## config.mk

```make
export PLATFORM = sky130hd
export DESIGN_NAME = adc_conv_ctrl
export DESIGN_NICKNAME = d
export VERILOG_FILES = /design/src/adc_ctrl_pkg.sv /design/src/conv_tick_if.sv /design/src/conv_clock_gen.sv /design/src/adc_conv_ctrl.sv
export SDC_FILE = /design/constraint.sdc
export NUM_CORES = 1
export LEC_CHECK = 0
export BUFFER_PORTS_ARGS = -buffer_cell sky130_fd_sc_hd__buf_2
export CORE_UTILIZATION = 40
export CTS_BUF_LIST = sky130_fd_sc_hd__clkbuf_8
export DETAILED_ROUTE_END_ITERATION = 16
export HOLD_SLACK_MARGIN = 0.02
export PLACE_DENSITY_LB_ADDON = 0.1
export SLEW_MARGIN = 15
export SYNTH_ARGS = -nofsm -noshare
export SYNTH_HDL_FRONTEND = slang
export SYNTH_HIERARCHICAL = 1
export SYNTH_SLANG_ARGS = --single-unit
```

## constraint.sdc

```tcl
create_clock -name clk_in -period 11.3 [get_ports clk_in]
set_input_delay 1.695 -clock clk_in [delete_from_list [all_inputs] [get_ports clk_in]]
set_output_delay 1.695 -clock clk_in [all_outputs]
set_load 0.02 [all_outputs]
```

## src/adc_ctrl_pkg.sv

```systemverilog
// constants, field positions and types shared by the conversion control files
package adc_ctrl_pkg;

    // ****************************************************************
    // register offsets (byte bus)
    // ****************************************************************
    localparam int ADDR_W = 3;
    localparam logic [2:0] OFS_SC1 = 3'h0;
    localparam logic [2:0] OFS_SC2 = 3'h1;
    localparam logic [2:0] OFS_RES_HIGH = 3'h2;
    localparam logic [2:0] OFS_RES_LOW = 3'h3;
    localparam logic [2:0] OFS_CMP_HIGH = 3'h4;
    localparam logic [2:0] OFS_CMP_LOW = 3'h5;
    localparam logic [2:0] OFS_CFG = 3'h6;
    localparam logic [2:0] OFS_PIN_DIS = 3'h7;

    // ****************************************************************
    // field positions and reset values
    // ****************************************************************
    localparam int SC1_CONVERSION_COMPLETE_FLAG_BIT = 7;
    localparam int SC1_COMPLETE_INTERRUPT_ENABLE_BIT = 6;
    localparam int SC1_CONT_BIT = 5;
    localparam logic [4:0] CH_OFF = 5'h1f;
    localparam int SC2_ACTIVE_BIT = 7;
    localparam int SC2_TRG_BIT = 6;
    localparam int SC2_CFE_BIT = 5;
    localparam int SC2_CFGT_BIT = 4;
    localparam int CFG_DIV_LSB = 5;
    localparam int CFG_LSMP_BIT = 4;
    localparam int CFG_MODE_LSB = 2;
    localparam int CFG_ICLK_LSB = 0;
    localparam logic [7:0] ZERO_BYTE = 8'h00;
    localparam logic [7:0] FULL_BYTE = 8'hff;

    // ****************************************************************
    // modes and states
    // ****************************************************************
    typedef enum logic [1:0] {
        MODE_8 = 2'b00,
        MODE_12 = 2'b01,
        MODE_10 = 2'b10,
        MODE_RSVD = 2'b11
    } conv_mode_t;

    typedef enum logic [1:0] {
        SRC_BUS = 2'b00,
        SRC_BUS_HALF = 2'b01,
        SRC_ALT = 2'b10,
        SRC_ASYNC = 2'b11
    } clk_src_t;

    typedef enum logic [1:0] {
        SEQ_IDLE = 2'b00,
        SEQ_SAMPLE = 2'b01,
        SEQ_CONVERT = 2'b10
    } seq_t;

    // ****************************************************************
    // timing: sample time in tenths of converter clock cycles
    // ****************************************************************
    localparam int SAMPLE_SHORT_TENTHS = 35;
    localparam int SAMPLE_LONG_TENTHS = 235;
    localparam logic [4:0] SAMPLE_SHORT_TICKS = 5'((SAMPLE_SHORT_TENTHS + 9) / 10);
    localparam logic [4:0] SAMPLE_LONG_TICKS = 5'((SAMPLE_LONG_TENTHS + 9) / 10);
    localparam logic [3:0] MSB_12 = 4'hb;
    localparam logic [3:0] MSB_9 = 4'h8;

endpackage

```

## src/conv_tick_if.sv

```systemverilog
// carrier between the sequencer and the converter clock generator
`timescale 1ns/1ps
interface conv_tick_if;
    logic [1:0] source_sel;
    logic [1:0] divide_sel;
    logic run;
    logic alt_level;
    logic async_level;
    logic tick;
    modport gen (input source_sel, input divide_sel, input run, input alt_level,
                 input async_level, output tick);
    modport use_side (output source_sel, output divide_sel, output run, output alt_level,
                      output async_level, input tick);
endinterface

```

## src/conv_clock_gen.sv

```systemverilog
// converter clock generator: source select and 1/2/4/8 divider as a tick
`timescale 1ns/1ps
module conv_clock_gen
    import adc_ctrl_pkg::*;
(
    input wire logic clk_in,
    input wire logic rst_in,
    conv_tick_if.gen tk
);
    typedef struct packed {
        logic half;
        logic alt_d;
        logic async_d;
        logic [2:0] cnt;
        logic tick;
    } gen_state_t;

    gen_state_t s;
    gen_state_t next_s;
    logic src_tick;
    logic [2:0] last;

    always_comb
    begin
        next_s = s;
        next_s.half = ~s.half;
        next_s.alt_d = tk.alt_level;
        next_s.async_d = tk.async_level;
        case (clk_src_t'(tk.source_sel))
            SRC_BUS: src_tick = 1'b1;
            SRC_BUS_HALF: src_tick = s.half;
            SRC_ALT: src_tick = tk.alt_level & ~s.alt_d;
            SRC_ASYNC: src_tick = tk.async_level & ~s.async_d;
            default: src_tick = 1'b0;
        endcase
        last = 3'((4'h1 << tk.divide_sel) - 4'h1);
        next_s.tick = 1'b0;
        // counter held while idle so the divider draws nothing between conversions
        if (!tk.run)
        begin
            next_s.cnt = 3'h0;
        end
        else if (src_tick)
        begin
            next_s.tick = (s.cnt == last);
            next_s.cnt = (s.cnt == last) ? 3'h0 : 3'(s.cnt + 3'h1);
        end
    end

    always_ff @(posedge clk_in)
    begin
        if (rst_in)
        begin
            s <= '0;
        end
        else
        begin
            s <= next_s;
        end
    end

    assign tk.tick = s.tick;
endmodule

```

## src/adc_conv_ctrl.sv

```systemverilog
// conversion control of a successive-approximation converter with register port
//
// The register addresses and the plain strobed port were chosen for this implementation.
`timescale 1ns/1ps
// ****************************************************************
// Overview of operation
// - converter held off during reset and while channel select is all ones
// - after a single conversion with no blocked transfer the block idles at lowest power until next start
// - approximation runs 12 raw bits in 12/10-bit modes, 9 in 8-bit
// - 10-bit mode rounds to 10 bits; 8-bit rounds to 8 in low byte only
// - result transfer sets complete flag; interrupt when enable bit set
// - clock source one of four; bus clock after reset
// - source codes: 00 bus, 01 bus half, 10 alternate, 11 async
// - selected source divided by 1, 2, 4 or 8
// - async clock kept running in wait and stop3 when selected and converting
// - mode codes: 00 8-bit, 01 12-bit, 10 10-bit, 11 reserved
// - pin-disable bits 0..7 map channels 16..23; one disables port control
// - disabled pin: output hi-z, input buffer and pullup off, reads zero
// - hardware trigger mode starts on each trigger rising edge seen while idle
// - trigger edge during a conversion is ignored
// - continuous hardware mode acts only on the launching edge
// - software mode starts on each control-one write unless channel off
// - continuous mode restarts after every transfer until aborted
// - high byte read, low unread, 12/10-bit: transfer blocked, result lost
// - blocked transfer launches another conversion unless aborted in the same cycle
// - single compare conversion failing the compare just stops
// - config/compare writes abort; control-one write aborts, then restarts in software mode
// - stop entry aborts unless async clock selected
// - abort keeps results; reset clears them
// - compare passes on result >= value or < value; else nothing stored
// - sample 4 or 24 converter clocks (3.5 or 23.5 rounded up) before approximation
// ****************************************************************
module adc_conv_ctrl
    import adc_ctrl_pkg::*;
(
    input wire logic clk_in,
    input wire logic rst_in,
    input wire logic [adc_ctrl_pkg::ADDR_W-1:0] addr_in,
    input wire logic [7:0] wdata_in,
    input wire logic wr_in,
    input wire logic rd_in,
    output logic [7:0] rdata_out,
    input wire logic hw_trigger_in,
    input wire logic stop_mode_in,
    input wire logic alternate_clock_in,
    input wire logic async_clock_in,
    input wire logic compare_in,
    input wire logic [7:0] port_pins_in,
    output logic [11:0] trial_code_out,
    output logic sample_out,
    output logic conv_power_out,
    output logic async_clock_run_out,
    output logic irq_out,
    output logic [7:0] pin_hiz_out,
    output logic [7:0] pin_input_enable_out,
    output logic [7:0] pin_pullup_enable_out,
    output logic [7:0] port_read_out
);
    import adc_ctrl_pkg::*;

    // ****************************************************************
    // state
    // ****************************************************************
    typedef struct packed {
        seq_t seq;
        logic [4:0] ch;
        logic complete_interrupt_enable;
        logic cont;
        logic conversion_complete_flag;
        logic trg;
        logic cfe;
        logic cfgt;
        logic [7:0] cfg;
        logic [7:0] cvh;
        logic [7:0] cvl;
        logic [7:0] rh;
        logic [7:0] rl;
        logic [7:0] pin_dis;
        logic [7:0] pin_keep;
        logic [7:0] port_rd;
        logic rh_pending;
        logic [2:0] trig;
        logic stop_d;
        logic [4:0] cnt;
        logic [3:0] bit_ix;
        logic [11:0] code;
        logic [7:0] rdata;
        logic irq;
        logic power;
        logic sampling;
        logic async_run;
    } ctrl_state_t;

    ctrl_state_t s;
    ctrl_state_t next_s;
    conv_tick_if tk ();

    conv_clock_gen u_clk (
        .clk_in(clk_in),
        .rst_in(rst_in),
        .tk(tk)
    );

    conv_mode_t mode;
    clk_src_t src;
    logic wr_sc1;
    logic wr_cfgset;
    logic stop_abort;
    logic abort;
    logic trig_rise;
    logic sw_start;
    logic hw_start;
    logic done;
    logic [11:0] raw;
    logic [12:0] sum10;
    logic [9:0] sum8;
    logic [11:0] value;
    logic [11:0] cmp_val;
    logic [12:0] diff;
    logic [11:0] mask;
    logic [11:0] store;
    logic cmp_ok;
    logic blocked;

    assign mode = conv_mode_t'(s.cfg[CFG_MODE_LSB +: 2]);
    assign src = clk_src_t'(s.cfg[CFG_ICLK_LSB +: 2]);
    assign tk.source_sel = s.cfg[CFG_ICLK_LSB +: 2];
    assign tk.divide_sel = s.cfg[CFG_DIV_LSB +: 2];
    assign tk.run = (s.seq != SEQ_IDLE);
    assign tk.alt_level = alternate_clock_in;
    assign tk.async_level = async_clock_in;

    // ****************************************************************
    // result path: rounding and compare
    // ****************************************************************
    always_comb
    begin
        raw = s.code;
        if (!compare_in)
        begin
            raw[s.bit_ix] = 1'b0;
        end
        sum10 = 13'({1'b0, raw} + 13'h0002);
        sum8 = 10'({1'b0, raw[8:0]} + 10'h001);
        case (mode)
            MODE_10:
            begin
                value = {2'b00, (sum10[12] ? 10'h3ff : sum10[11:2])};
                cmp_val = {2'b00, s.cvh[1:0], s.cvl};
                mask = 12'h3ff;
            end
            MODE_8:
            begin
                value = {4'h0, (sum8[9] ? FULL_BYTE : sum8[8:1])};
                cmp_val = {4'h0, s.cvl};
                mask = 12'h0ff;
            end
            default:
            begin
                value = raw;
                cmp_val = {s.cvh[3:0], s.cvl};
                mask = 12'hfff;
            end
        endcase
        diff = 13'({1'b0, value} - {1'b0, cmp_val});
        cmp_ok = !s.cfe || (s.cfgt ? !diff[12] : diff[12]);
        store = s.cfe ? (diff[11:0] & mask) : value;
    end

    // ****************************************************************
    // control decode
    // ****************************************************************
    assign wr_sc1 = wr_in && (addr_in == OFS_SC1);
    assign wr_cfgset = wr_in && ((addr_in == OFS_SC2) || (addr_in == OFS_CFG)
                                 || (addr_in == OFS_CMP_HIGH) || (addr_in == OFS_CMP_LOW));
    assign stop_abort = stop_mode_in && !s.stop_d && (src != SRC_ASYNC);
    assign abort = wr_sc1 || wr_cfgset || stop_abort;
    assign trig_rise = s.trig[1] && !s.trig[2];
    assign sw_start = wr_sc1 && !s.trg && (wdata_in[4:0] != CH_OFF);
    // only an idle sequencer listens, so continuous runs see just the first edge
    assign hw_start = s.trg && trig_rise && (s.seq == SEQ_IDLE) && (s.ch != CH_OFF)
                      && !abort;
    assign done = (s.seq == SEQ_CONVERT) && tk.tick && (s.bit_ix == 4'h0);
    assign blocked = s.rh_pending && (mode != MODE_8);

    always_comb
    begin
        next_s = s;
        next_s.trig = {s.trig[1:0], hw_trigger_in};
        next_s.stop_d = stop_mode_in;
        next_s.rdata = ZERO_BYTE;

        // register reads with their side effects
        if (rd_in)
        begin
            case (addr_in)
                OFS_SC1: next_s.rdata = {s.conversion_complete_flag, s.complete_interrupt_enable, s.cont, s.ch};
                OFS_SC2: next_s.rdata = {s.seq != SEQ_IDLE, s.trg, s.cfe, s.cfgt, 4'h0};
                OFS_RES_HIGH:
                begin
                    next_s.rdata = s.rh;
                    next_s.rh_pending = (mode != MODE_8);
                end
                OFS_RES_LOW:
                begin
                    next_s.rdata = s.rl;
                    next_s.rh_pending = 1'b0;
                    next_s.conversion_complete_flag = 1'b0;
                end
                OFS_CMP_HIGH: next_s.rdata = s.cvh;
                OFS_CMP_LOW: next_s.rdata = s.cvl;
                OFS_CFG: next_s.rdata = s.cfg;
                OFS_PIN_DIS: next_s.rdata = s.pin_dis;
                default: next_s.rdata = ZERO_BYTE;
            endcase
        end

        if (wr_in)
        begin
            case (addr_in)
                OFS_SC1:
                begin
                    next_s.complete_interrupt_enable = wdata_in[SC1_COMPLETE_INTERRUPT_ENABLE_BIT];
                    next_s.cont = wdata_in[SC1_CONT_BIT];
                    next_s.ch = wdata_in[4:0];
                    next_s.conversion_complete_flag = 1'b0;
                end
                OFS_SC2:
                begin
                    next_s.trg = wdata_in[SC2_TRG_BIT];
                    next_s.cfe = wdata_in[SC2_CFE_BIT];
                    next_s.cfgt = wdata_in[SC2_CFGT_BIT];
                end
                OFS_CMP_HIGH: next_s.cvh = wdata_in;
                OFS_CMP_LOW: next_s.cvl = wdata_in;
                OFS_CFG: next_s.cfg = wdata_in;
                OFS_PIN_DIS: next_s.pin_dis = wdata_in;
                default: next_s.cfg = s.cfg;
            endcase
        end

        // ****************************************************************
        // sequencer
        // ****************************************************************
        case (s.seq)
            SEQ_SAMPLE:
            begin
                if (tk.tick)
                begin
                    next_s.cnt = 5'(s.cnt - 5'h01);
                    if (s.cnt == 5'h01)
                    begin
                        next_s.seq = SEQ_CONVERT;
                        next_s.bit_ix = (mode == MODE_8) ? MSB_9 : MSB_12;
                        next_s.code = 12'h001 << ((mode == MODE_8) ? MSB_9 : MSB_12);
                    end
                end
            end
            SEQ_CONVERT:
            begin
                if (tk.tick && !done)
                begin
                    next_s.code = raw;
                    next_s.bit_ix = 4'(s.bit_ix - 4'h1);
                    next_s.code[s.bit_ix - 4'h1] = 1'b1;
                end
                if (done)
                begin
                    next_s.seq = SEQ_IDLE;
                    if (s.cfe && !cmp_ok && !s.cont)
                    begin
                        next_s.seq = SEQ_IDLE;
                    end
                    else if (cmp_ok && blocked)
                    begin
                        next_s.seq = SEQ_SAMPLE;
                    end
                    else
                    begin
                        if (cmp_ok && !abort)
                        begin
                            next_s.rh = (mode == MODE_8) ? ZERO_BYTE : {4'h0, store[11:8]};
                            next_s.rl = store[7:0];
                            next_s.conversion_complete_flag = 1'b1;
                        end
                        if (s.cont)
                        begin
                            next_s.seq = SEQ_SAMPLE;
                        end
                    end
                    next_s.cnt = s.cfg[CFG_LSMP_BIT] ? SAMPLE_LONG_TICKS : SAMPLE_SHORT_TICKS;
                end
            end
            SEQ_IDLE:
            begin
                if (hw_start)
                begin
                    next_s.seq = SEQ_SAMPLE;
                end
            end
            default: next_s.seq = SEQ_IDLE;
        endcase

        // abort wins over any progress; results stay as they were
        if (abort)
        begin
            next_s.seq = sw_start ? SEQ_SAMPLE : SEQ_IDLE;
        end
        if (next_s.seq == SEQ_SAMPLE && s.seq != SEQ_SAMPLE)
        begin
            next_s.cnt = next_s.cfg[CFG_LSMP_BIT] ? SAMPLE_LONG_TICKS : SAMPLE_SHORT_TICKS;
        end
        if (next_s.ch == CH_OFF)
        begin
            next_s.seq = SEQ_IDLE;
        end

        next_s.irq = next_s.conversion_complete_flag && next_s.complete_interrupt_enable;
        next_s.power = (next_s.seq != SEQ_IDLE);
        next_s.sampling = (next_s.seq == SEQ_SAMPLE);
        next_s.async_run = next_s.power
                           && (next_s.cfg[CFG_ICLK_LSB +: 2] == SRC_ASYNC);
        next_s.pin_keep = ~next_s.pin_dis;
        next_s.port_rd = port_pins_in & ~next_s.pin_dis;
    end

    always_ff @(posedge clk_in)
    begin
        if (rst_in)
        begin
            s <= '0;
            s.ch <= CH_OFF;
            s.pin_keep <= FULL_BYTE;
        end
        else
        begin
            s <= next_s;
        end
    end

    // ****************************************************************
    // outputs
    // ****************************************************************
    assign rdata_out = s.rdata;
    assign trial_code_out = s.code;
    assign sample_out = s.sampling;
    assign conv_power_out = s.power;
    assign async_clock_run_out = s.async_run;
    assign irq_out = s.irq;
    assign pin_hiz_out = s.pin_dis;
    assign pin_input_enable_out = s.pin_keep;
    assign pin_pullup_enable_out = s.pin_keep;
    assign port_read_out = s.port_rd;

    // ****************************************************************
    // checks
    // ****************************************************************
    channel_off_idle_a: assert property (@(posedge clk_in) disable iff (rst_in)
        (s.ch == CH_OFF) |-> (s.seq == SEQ_IDLE && !conv_power_out))
        else $error("converter active with channel off");
    idle_low_power_a: assert property (@(posedge clk_in) disable iff (rst_in)
        done && !s.cont && !blocked && !abort |=> !conv_power_out)
        else $error("power kept after single conversion");
    conversion_complete_flag_irq_a: assert property (@(posedge clk_in) disable iff (rst_in)
        done && cmp_ok && !blocked && s.complete_interrupt_enable && !abort |=> s.conversion_complete_flag && irq_out)
        else $error("complete flag or interrupt missing");
    busy_edge_ignored_a: assert property (@(posedge clk_in) disable iff (rst_in)
        (s.seq == SEQ_CONVERT) && trig_rise && !wr_in && !done |=> s.seq == SEQ_CONVERT)
        else $error("trigger edge disturbed a conversion");
    cfg_abort_keep_a: assert property (@(posedge clk_in) disable iff (rst_in)
        wr_cfgset |=> (s.seq == SEQ_IDLE) && (s.rh == $past(s.rh)) && (s.rl == $past(s.rl)))
        else $error("config write did not abort or changed results");
    sw_restart_a: assert property (@(posedge clk_in) disable iff (rst_in)
        sw_start |=> (s.seq == SEQ_SAMPLE) && sample_out)
        else $error("software start missed");
    blocked_drop_a: assert property (@(posedge clk_in) disable iff (rst_in)
        done && blocked && cmp_ok && !abort && !rd_in
        |=> (s.conversion_complete_flag == $past(s.conversion_complete_flag)) && s.seq == SEQ_SAMPLE)
        else $error("blocked transfer not discarded and restarted");
    stop_abort_a: assert property (@(posedge clk_in) disable iff (rst_in)
        stop_abort |=> s.seq == SEQ_IDLE)
        else $error("stop entry did not abort");
    reset_results_a: assert property (@(posedge clk_in)
        rst_in |=> (s.rh == ZERO_BYTE) && (s.rl == ZERO_BYTE) && !irq_out)
        else $error("results not cleared by reset");
    pin_read_zero_a: assert property (@(posedge clk_in) disable iff (rst_in)
        ##1 ((port_read_out & pin_hiz_out) == ZERO_BYTE) && (pin_input_enable_out == ~pin_hiz_out))
        else $error("disabled pin not isolated");
endmodule

```

==> key figures, run 1 <==
Run status
  – Outcome: complete, no violations

STA
  – Clock Skew: 12.2 ps
  – Setup TNS: 0 ps
  – RSZ-0062 raised after global routing: no
  – Final setup viols: 0
  – Post-route setup slack: 5070 ps
  – Least-Margin Pin Slew: 1050 ps
  – Fin crit period: 6230 ps
  – Final period util: 0.551
  – Final Hold Fails: 0
  – Max_slew headroom: 0.292
  – Hold slack: 418 ps
  – Slew Limit Fails: 0
  – F_max: 161 MHz

Routing
  – DRT iter0 DRCs: 456
  – Antenna Violating Nets Remaining: 0
  – WL/cell: 18.2 um
  – Pre-Repair DR Iteration Count: 5
  – Vias per Instance: 5.57
  – # DRC: 0
  – WL final: 20.4 mm
  – Via Count: 6231

Global route
  – Initial antenna violation count: 0
  – GR Overflow Total: 0
  – Largest net degree at the start of global routing: 58
  – Number of global-route vias before repair: 5851
  – GRT Total Usage: 0.230
  – First-pass GRT wire length: 32.0 mm

Min path
  – HP Start: u_clk/s[6]
  – HP Class: flip-flop to flip-flop
  – Hold Path End: u_clk/s[6]
  – Hold Crit Depth: 1

Yosys
  – EDFF count, synth: 0
  – Post-synth net total: 920
  – Asr flop ratio synth: 0
  – Synthesized area per cell: 8.09 um^2
  – Synth top area cells: dfxtp_1 (34%), buf_4 (5.7%), nand2_1 (5.3%)
  – Fraction of the yosys area taken by sequential cells: 0.336
  – Cell Area, Synth: 7030 um^2
  – Top-area cell type share of the netlist area: 0.336
  – Post-synth top area cell: dfxtp_1
  – Synth Instances: 870
  – Post-synth cell types: 82
  – Post-synth top flop: dfxtp_1
  – YS warnings: 6
  – Seq cells post-synth: 118

Floorplan
  – I/O pin count: 84
  – Row Count: 48
  – Die area: 18100 um^2
  – Chip height: 135 um
  – Chip width: 135 um
  – Core box area: 17200 um^2
  – Starting Density: 0.408

Critical path
  – Reg2reg setup slack: 5710 ps
  – Worst r2r path cells: 20
  – CP Max Fanout: 9
  – Kind of critical path: input pin to flip-flop
  – Critical Path RT: 11630 ps
  – Critical path arrival: 6560 ps
  – Crit start category: input pin
  – Worst setup EP type: flip-flop
  – Reg-to-Reg Start: s[25]
  – End of the worst register-to-register path: s[31]

Clock network
  – Sink Count: 118
  – Post-CTS Setup Repair Bufs: 0
  – Later-pin clock latency in the skew report: 440 ps
  – Hold-fix buffers, CTS: 0
  – Post_cts resized: 0
  – CTS Root Cell: clkbuf_8
  – TritonCTS buffer count: 17
  – Clock slew at reported path FFs: 80 ps
  – CTS H-tree lvls: 4
  – Maximum buffer depth of the clock tree: 2
  – CTS tree: done

Placed design
  – Cells after DPL: 1086
  – Place WS: 4430 ps
  – HPWL Detailed: 15.0 mm
  – PortBufs: 83
  – GPL Wtd Cong: 0.896

Cells and area
  – Sequential cell area: 2360 um^2
  – Layout cells sized above 1: 0.178
  – Inserted Diodes: 0
  – Final-layout fill cell count: 1800
  – Layout area overhead: 8.22%
  – Area of the multi-input gates: 3930 um^2
  – Final Net Count: 931
  – Final Util: 0.442
  – Final Non-Filler Cells: 1119

Power
  – Cell Pwr Density: 122 nW/um^2
  – P_leak: 3.07 nW
  – Peak VDD IR: 79.4 uV

Flow run
  – Max_cap viols: 0
==> power breakdown <==
group	leakage [nW]	switching [mW]	internal, mW	total (mW)
sequential	0.957	0.00542	0.423	0.429
combinational	1.90	0.0568	0.0316	0.0883
clock	0.211	0.187	0.226	0.413
total	3.07	0.250	0.681	0.930
==> cell usage after synthesis (all sizes together), types with 3 or more instances <==
cell       n
dfxtp    118
nand2    100
nor2      91
a21oi     73
buf       67
inv       43
mux2i     35
o21ai     31
nor3      29
clkbuf    28
ha        21
and3      17
nand3     17
a211oi    15
a31oi     13
xnor2     13
or2       12
nor2b     11
and2       9
a21o       7
a22o       7
a311oi     7
nor4       7
or3        7
xor2       7
a221oi     6
nand2b     6
nand4      6
o21a       5
a2111oi    4
a211o      4
nand3b     4
o22ai      4
mux2       3
nand4bb    3
nor4b      3
o311ai     3
o41ai      3
or4b       3
==> registers in the layout, summed over array words and instances (netlist names) <==
name                  count
trial_code_out           12
port_read_out             8
s                        59
irq_out                   1
conv_power_out            1
u_clk/tk.tick             1
async_clock_run_out       1
pin_hiz_out               8
mode                      2
next_s                    2
rdata_out                 8
u_clk/s                   6
sample_out                1
pin_input_enable_out      8
==> kinds of logic after synthesis <==
kind of cell / count (synthesis) / share of synthesized area
fa+ha+maj: 22 / 0.0402
simple gates: 334 / 0.244
compound gates: 199 / 0.192
mux: 39 / 0.0578
flops: 118 / 0.336
xor+xnor: 20 / 0.0249
buf+inv: 138 / 0.105
==> area by class of cell <==
type                            count  share of cell area
Clock buffer                       18              0.0325
Sequential cell                   118               0.310
Inverter                           43              0.0212
Timing Repair Buffer               87              0.0595
Tap cell                          225              0.0370
Multi-Input combinational cell    614               0.516
Clock inverter                     14              0.0230
==> through the flow <==
step           total power, mW  area [um^2]
2_1_floorplan            0.503         7030
3_3_place_gp             0.525         7170
3_5_place_dp             0.526         7170
4_1_cts                  0.939         7600
5_1_grt                  0.969         7610
6_report                 0.930         7610
==> worst max path at each step <==
stage               start  slack, ps    end  depth (start not counted)
2_1_floorplan  compare_in       5470  s[31]                         18
4_1_cts        compare_in       4850  s[66]                         18
3_3_place_gp   compare_in       4560  s[66]                         18
5_1_grt        compare_in       4790  s[31]                         18
3_5_place_dp   compare_in       4430  s[66]                         18
6_report       compare_in       5070  s[31]                         18
==> layout by cell type, fill, tap and decap left out, types with 7 or more instances in the layout <==
| cell | instances |
|---|---|
| or2_2 | 11 |
| nor2_1 | 91 |
| nand2_1 | 100 |
| and2_1 | 8 |
| a21oi_1 | 71 |
| or3_1 | 7 |
| ha_1 | 21 |
| xor2_1 | 7 |
| buf_2 | 83 |
| a211oi_1 | 15 |
| o21ai_0 | 28 |
| mux2i_1 | 35 |
| nor2b_1 | 11 |
| inv_1 | 43 |
| and3_1 | 17 |
| nor3_1 | 26 |
| nand3_1 | 17 |
| a31oi_1 | 12 |
| dfxtp_1 | 118 |
| a21o_1 | 7 |
| xnor2_1 | 13 |
| clkbuf_8 | 18 |
==> worst max-delay path, cell delays in order <==
cell and delay, ps:
buf_2 150, o41ai_2 690, inv_1 190, ha_1 270
and2_1 180, nand2_1 150, nor4_4 90, a21oi_1 310
a22o_1 200, a21oi_1 80, fa_1 520, a211oi_1 290
or2_2 180, a21o_1 140, o22ai_1 150, o41ai_2 610
a22o_2 320, mux2_2 340
==> per-layer routing <==
layer  track usage  vias to the layer above  part of all wire
li1              -                     3054                 -
met1         0.313                     2952              0.47
met2         0.366                      196              0.46
met3        0.0387                       29             0.046
met4        0.0824                        0             0.022
met5             0                        -                 0
(Power assumes the default switching activity.)
==> inputs of run 2 (changes only) <==
==> constraint.sdc (replaced) <==
create_clock -name clk_in -period 5.42 [get_ports clk_in]
set_input_delay 0.813 -clock clk_in [delete_from_list [all_inputs] [get_ports clk_in]]
set_output_delay 0.813 -clock clk_in [all_outputs]
set_load 0.02 [all_outputs]
==> run 2 against run 1 <==
Compared with the run above: worst hold slack gained 1.7 ps; combinational power grew 110%; highest routed layer unchanged; power grew 110%.
==> key figures, run 2 (same netlist as run 1, synthesis figures left out) <==
Floorplan
  – Row Count: 48
  – Chip width: 135 um
  – Core box area: 17200 um^2
  – Chip height: 135 um
  – Starting Density: 0.408
  – Die area: 18100 um^2
  – I/O pin count: 84

Critical path
  – Critical Path RT: 5750 ps
  – Worst setup EP type: flip-flop
  – Kind of critical path: flip-flop to flip-flop
  – Cell Chain, Critical Path: inv_1 -> ha_1 -> or4b_2 -> nand2_1 -> inv_1 -> ha_1 -> and2_1 -> nand2_1 -> nor4_4 -> nand2b_1 -> a21boi_0 -> nor2_1 -> ha_1 -> inv_1 -> fa_1 -> a211oi_1 -> or2_2 -> a21o_1 -> o22ai_1 -> o41ai_2 -> a22o_2 -> mux2_2
  – CP Max Fanout: 6
  – Slowest stage delay, CP: 670 ps
  – CP max-delay cell: or4b_2
  – Crit start category: flip-flop
  – Critical path arrival: 5420 ps

Placed design
  – GPL Wtd Cong: 0.894
  – PortBufs: 83
  – HPWL Detailed: 15.3 mm

Clock network
  – TritonCTS buffer count: 17
  – Later-pin clock latency in the skew report: 450 ps
  – CTS H-tree lvls: 4
  – Post_cts resized: 0
  – Hold-fix buffers, CTS: 0
  – Maximum buffer depth of the clock tree: 2
  – Sink Count: 118
  – Clock slew at reported path FFs: 80 ps
  – CTS tree: done
  – CTS Root Cell: clkbuf_8

Global route
  – Initial antenna violation count: 0
  – GR Overflow Total: 0
  – First-pass GRT wire length: 32.6 mm
  – Number of global-route vias before repair: 5999
  – GRT Total Usage: 0.233
  – Largest net degree at the start of global routing: 59

Cells and area
  – Inserted Diodes: 0
  – Commonest non-fill, non-tap cell in the layout: dfxtp_1
  – Final-layout fill cell count: 1770
  – Final Net Count: 946
  – Layout cells sized above 1: 0.193
  – Final Util: 0.448
  – Commonest cells after routing, fill and taps aside: dfxtp_1 (118), nand2_1 (100), nor2_1 (91)
  – Max reg flops: 59
  – Most flop-heavy register: s
  – Layout area overhead: 9.73%

STA
  – Final setup viols: 0
  – RSZ-0062 raised after global routing: no
  – Final Hold Fails: 0
  – Setup TNS: 0 ps
  – Slew Limit Fails: 0
  – Clock Skew: 13.3 ps
  – Fin crit period: 5090 ps
  – Least-Margin Pin Slew: 976 ps
  – F_max: 197 MHz
  – Final period util: 0.939
  – Max_slew headroom: 0.348

Min path
  – HP Class: flip-flop to flip-flop

Routing
  – Antenna Violating Nets Remaining: 0
  – Vias per Instance: 5.54
  – WL final: 20.3 mm
  – Pre-Repair DR Iteration Count: 5
  – WL/cell: 17.9 um
  – # DRC: 0
  – DRT iter0 DRCs: 370
  – Via Count: 6283

Power
  – Cell Pwr Density: 249 nW/um^2
  – P_leak: 3.14 nW
  – Peak VDD IR: 131 uV
  – Total chip power: 1.92 mW

Run status
  – Outcome: complete, no violations

Flow run
  – Max_cap viols: 0
[run 2: worst paths after layout]
kind	from	to	slack, ps	cells past startpoint
max	s[24]	s[31]	330	22
min	u_clk/s[6]	u_clk/s[6]	420	1
max reg2reg	s[24]	s[31]	330	22
min reg2reg	u_clk/s[6]	u_clk/s[6]	420	1
[run 2: report_power, final]
part	internal (mW)	total [mW]	switching [mW]
clock	0.434	0.841	0.407
sequential	0.882	0.894	0.0119
combinational	0.0676	0.185	0.117
[run 2: timing repair]
| item | CTS | global route |
|---|---|---|
| hold endpoints to repair | 0 | 0 |
| setup endpoints to repair | 0 | 11 |
| buffers inserted | 0 | 1 |
[run 2: final cells by class]
class | instances | area, um^2 | share of cell area
Clock buffer | 18 | 248 | 0.0321
Sequential cell | 118 | 2360 | 0.306
Inverter | 43 | 161 | 0.0209
Timing Repair Buffer | 102 | 571 | 0.0739
Tap cell | 225 | 282 | 0.0365
Clock inverter | 14 | 164 | 0.0212
Multi-Input combinational cell | 614 | 3930 | 0.509
[run 2: metrics by stage]
stage	std cells	instance area, um^2	hold WS, ps	setup WS, ps
4_1_cts	1133	7710	423	183
3_5_place_dp	1101	7300	411	97.1
6_report	1134	7720	419	331
2_1_floorplan	870	7030	388	469
3_3_place_gp	1101	7300	403	191
5_1_grt	1134	7720	463	3.43
[run 2: metal layers]
metal / share of wire / GRT usage / vias up / wire [um]
met4: 0.023 / 0.0880 / 0 / 468
met5: 0 / 0 / - / 0
li1: - / - / 3079 / -
met3: 0.045 / 0.0342 / 35 / 904
met2: 0.48 / 0.391 / 193 / 9650
met1: 0.46 / 0.304 / 2976 / 9290
[run 2: critical path, delay by kind of cell, from the launching register on]
kind,cells,cell delay (ps)
AOI/OAI and AO/OA,6,1440
adders and majority gates,4,1020
buffers and inverters,3,220
and+or+nand+nor,8,1580
muxes,1,350
DFF,1,360
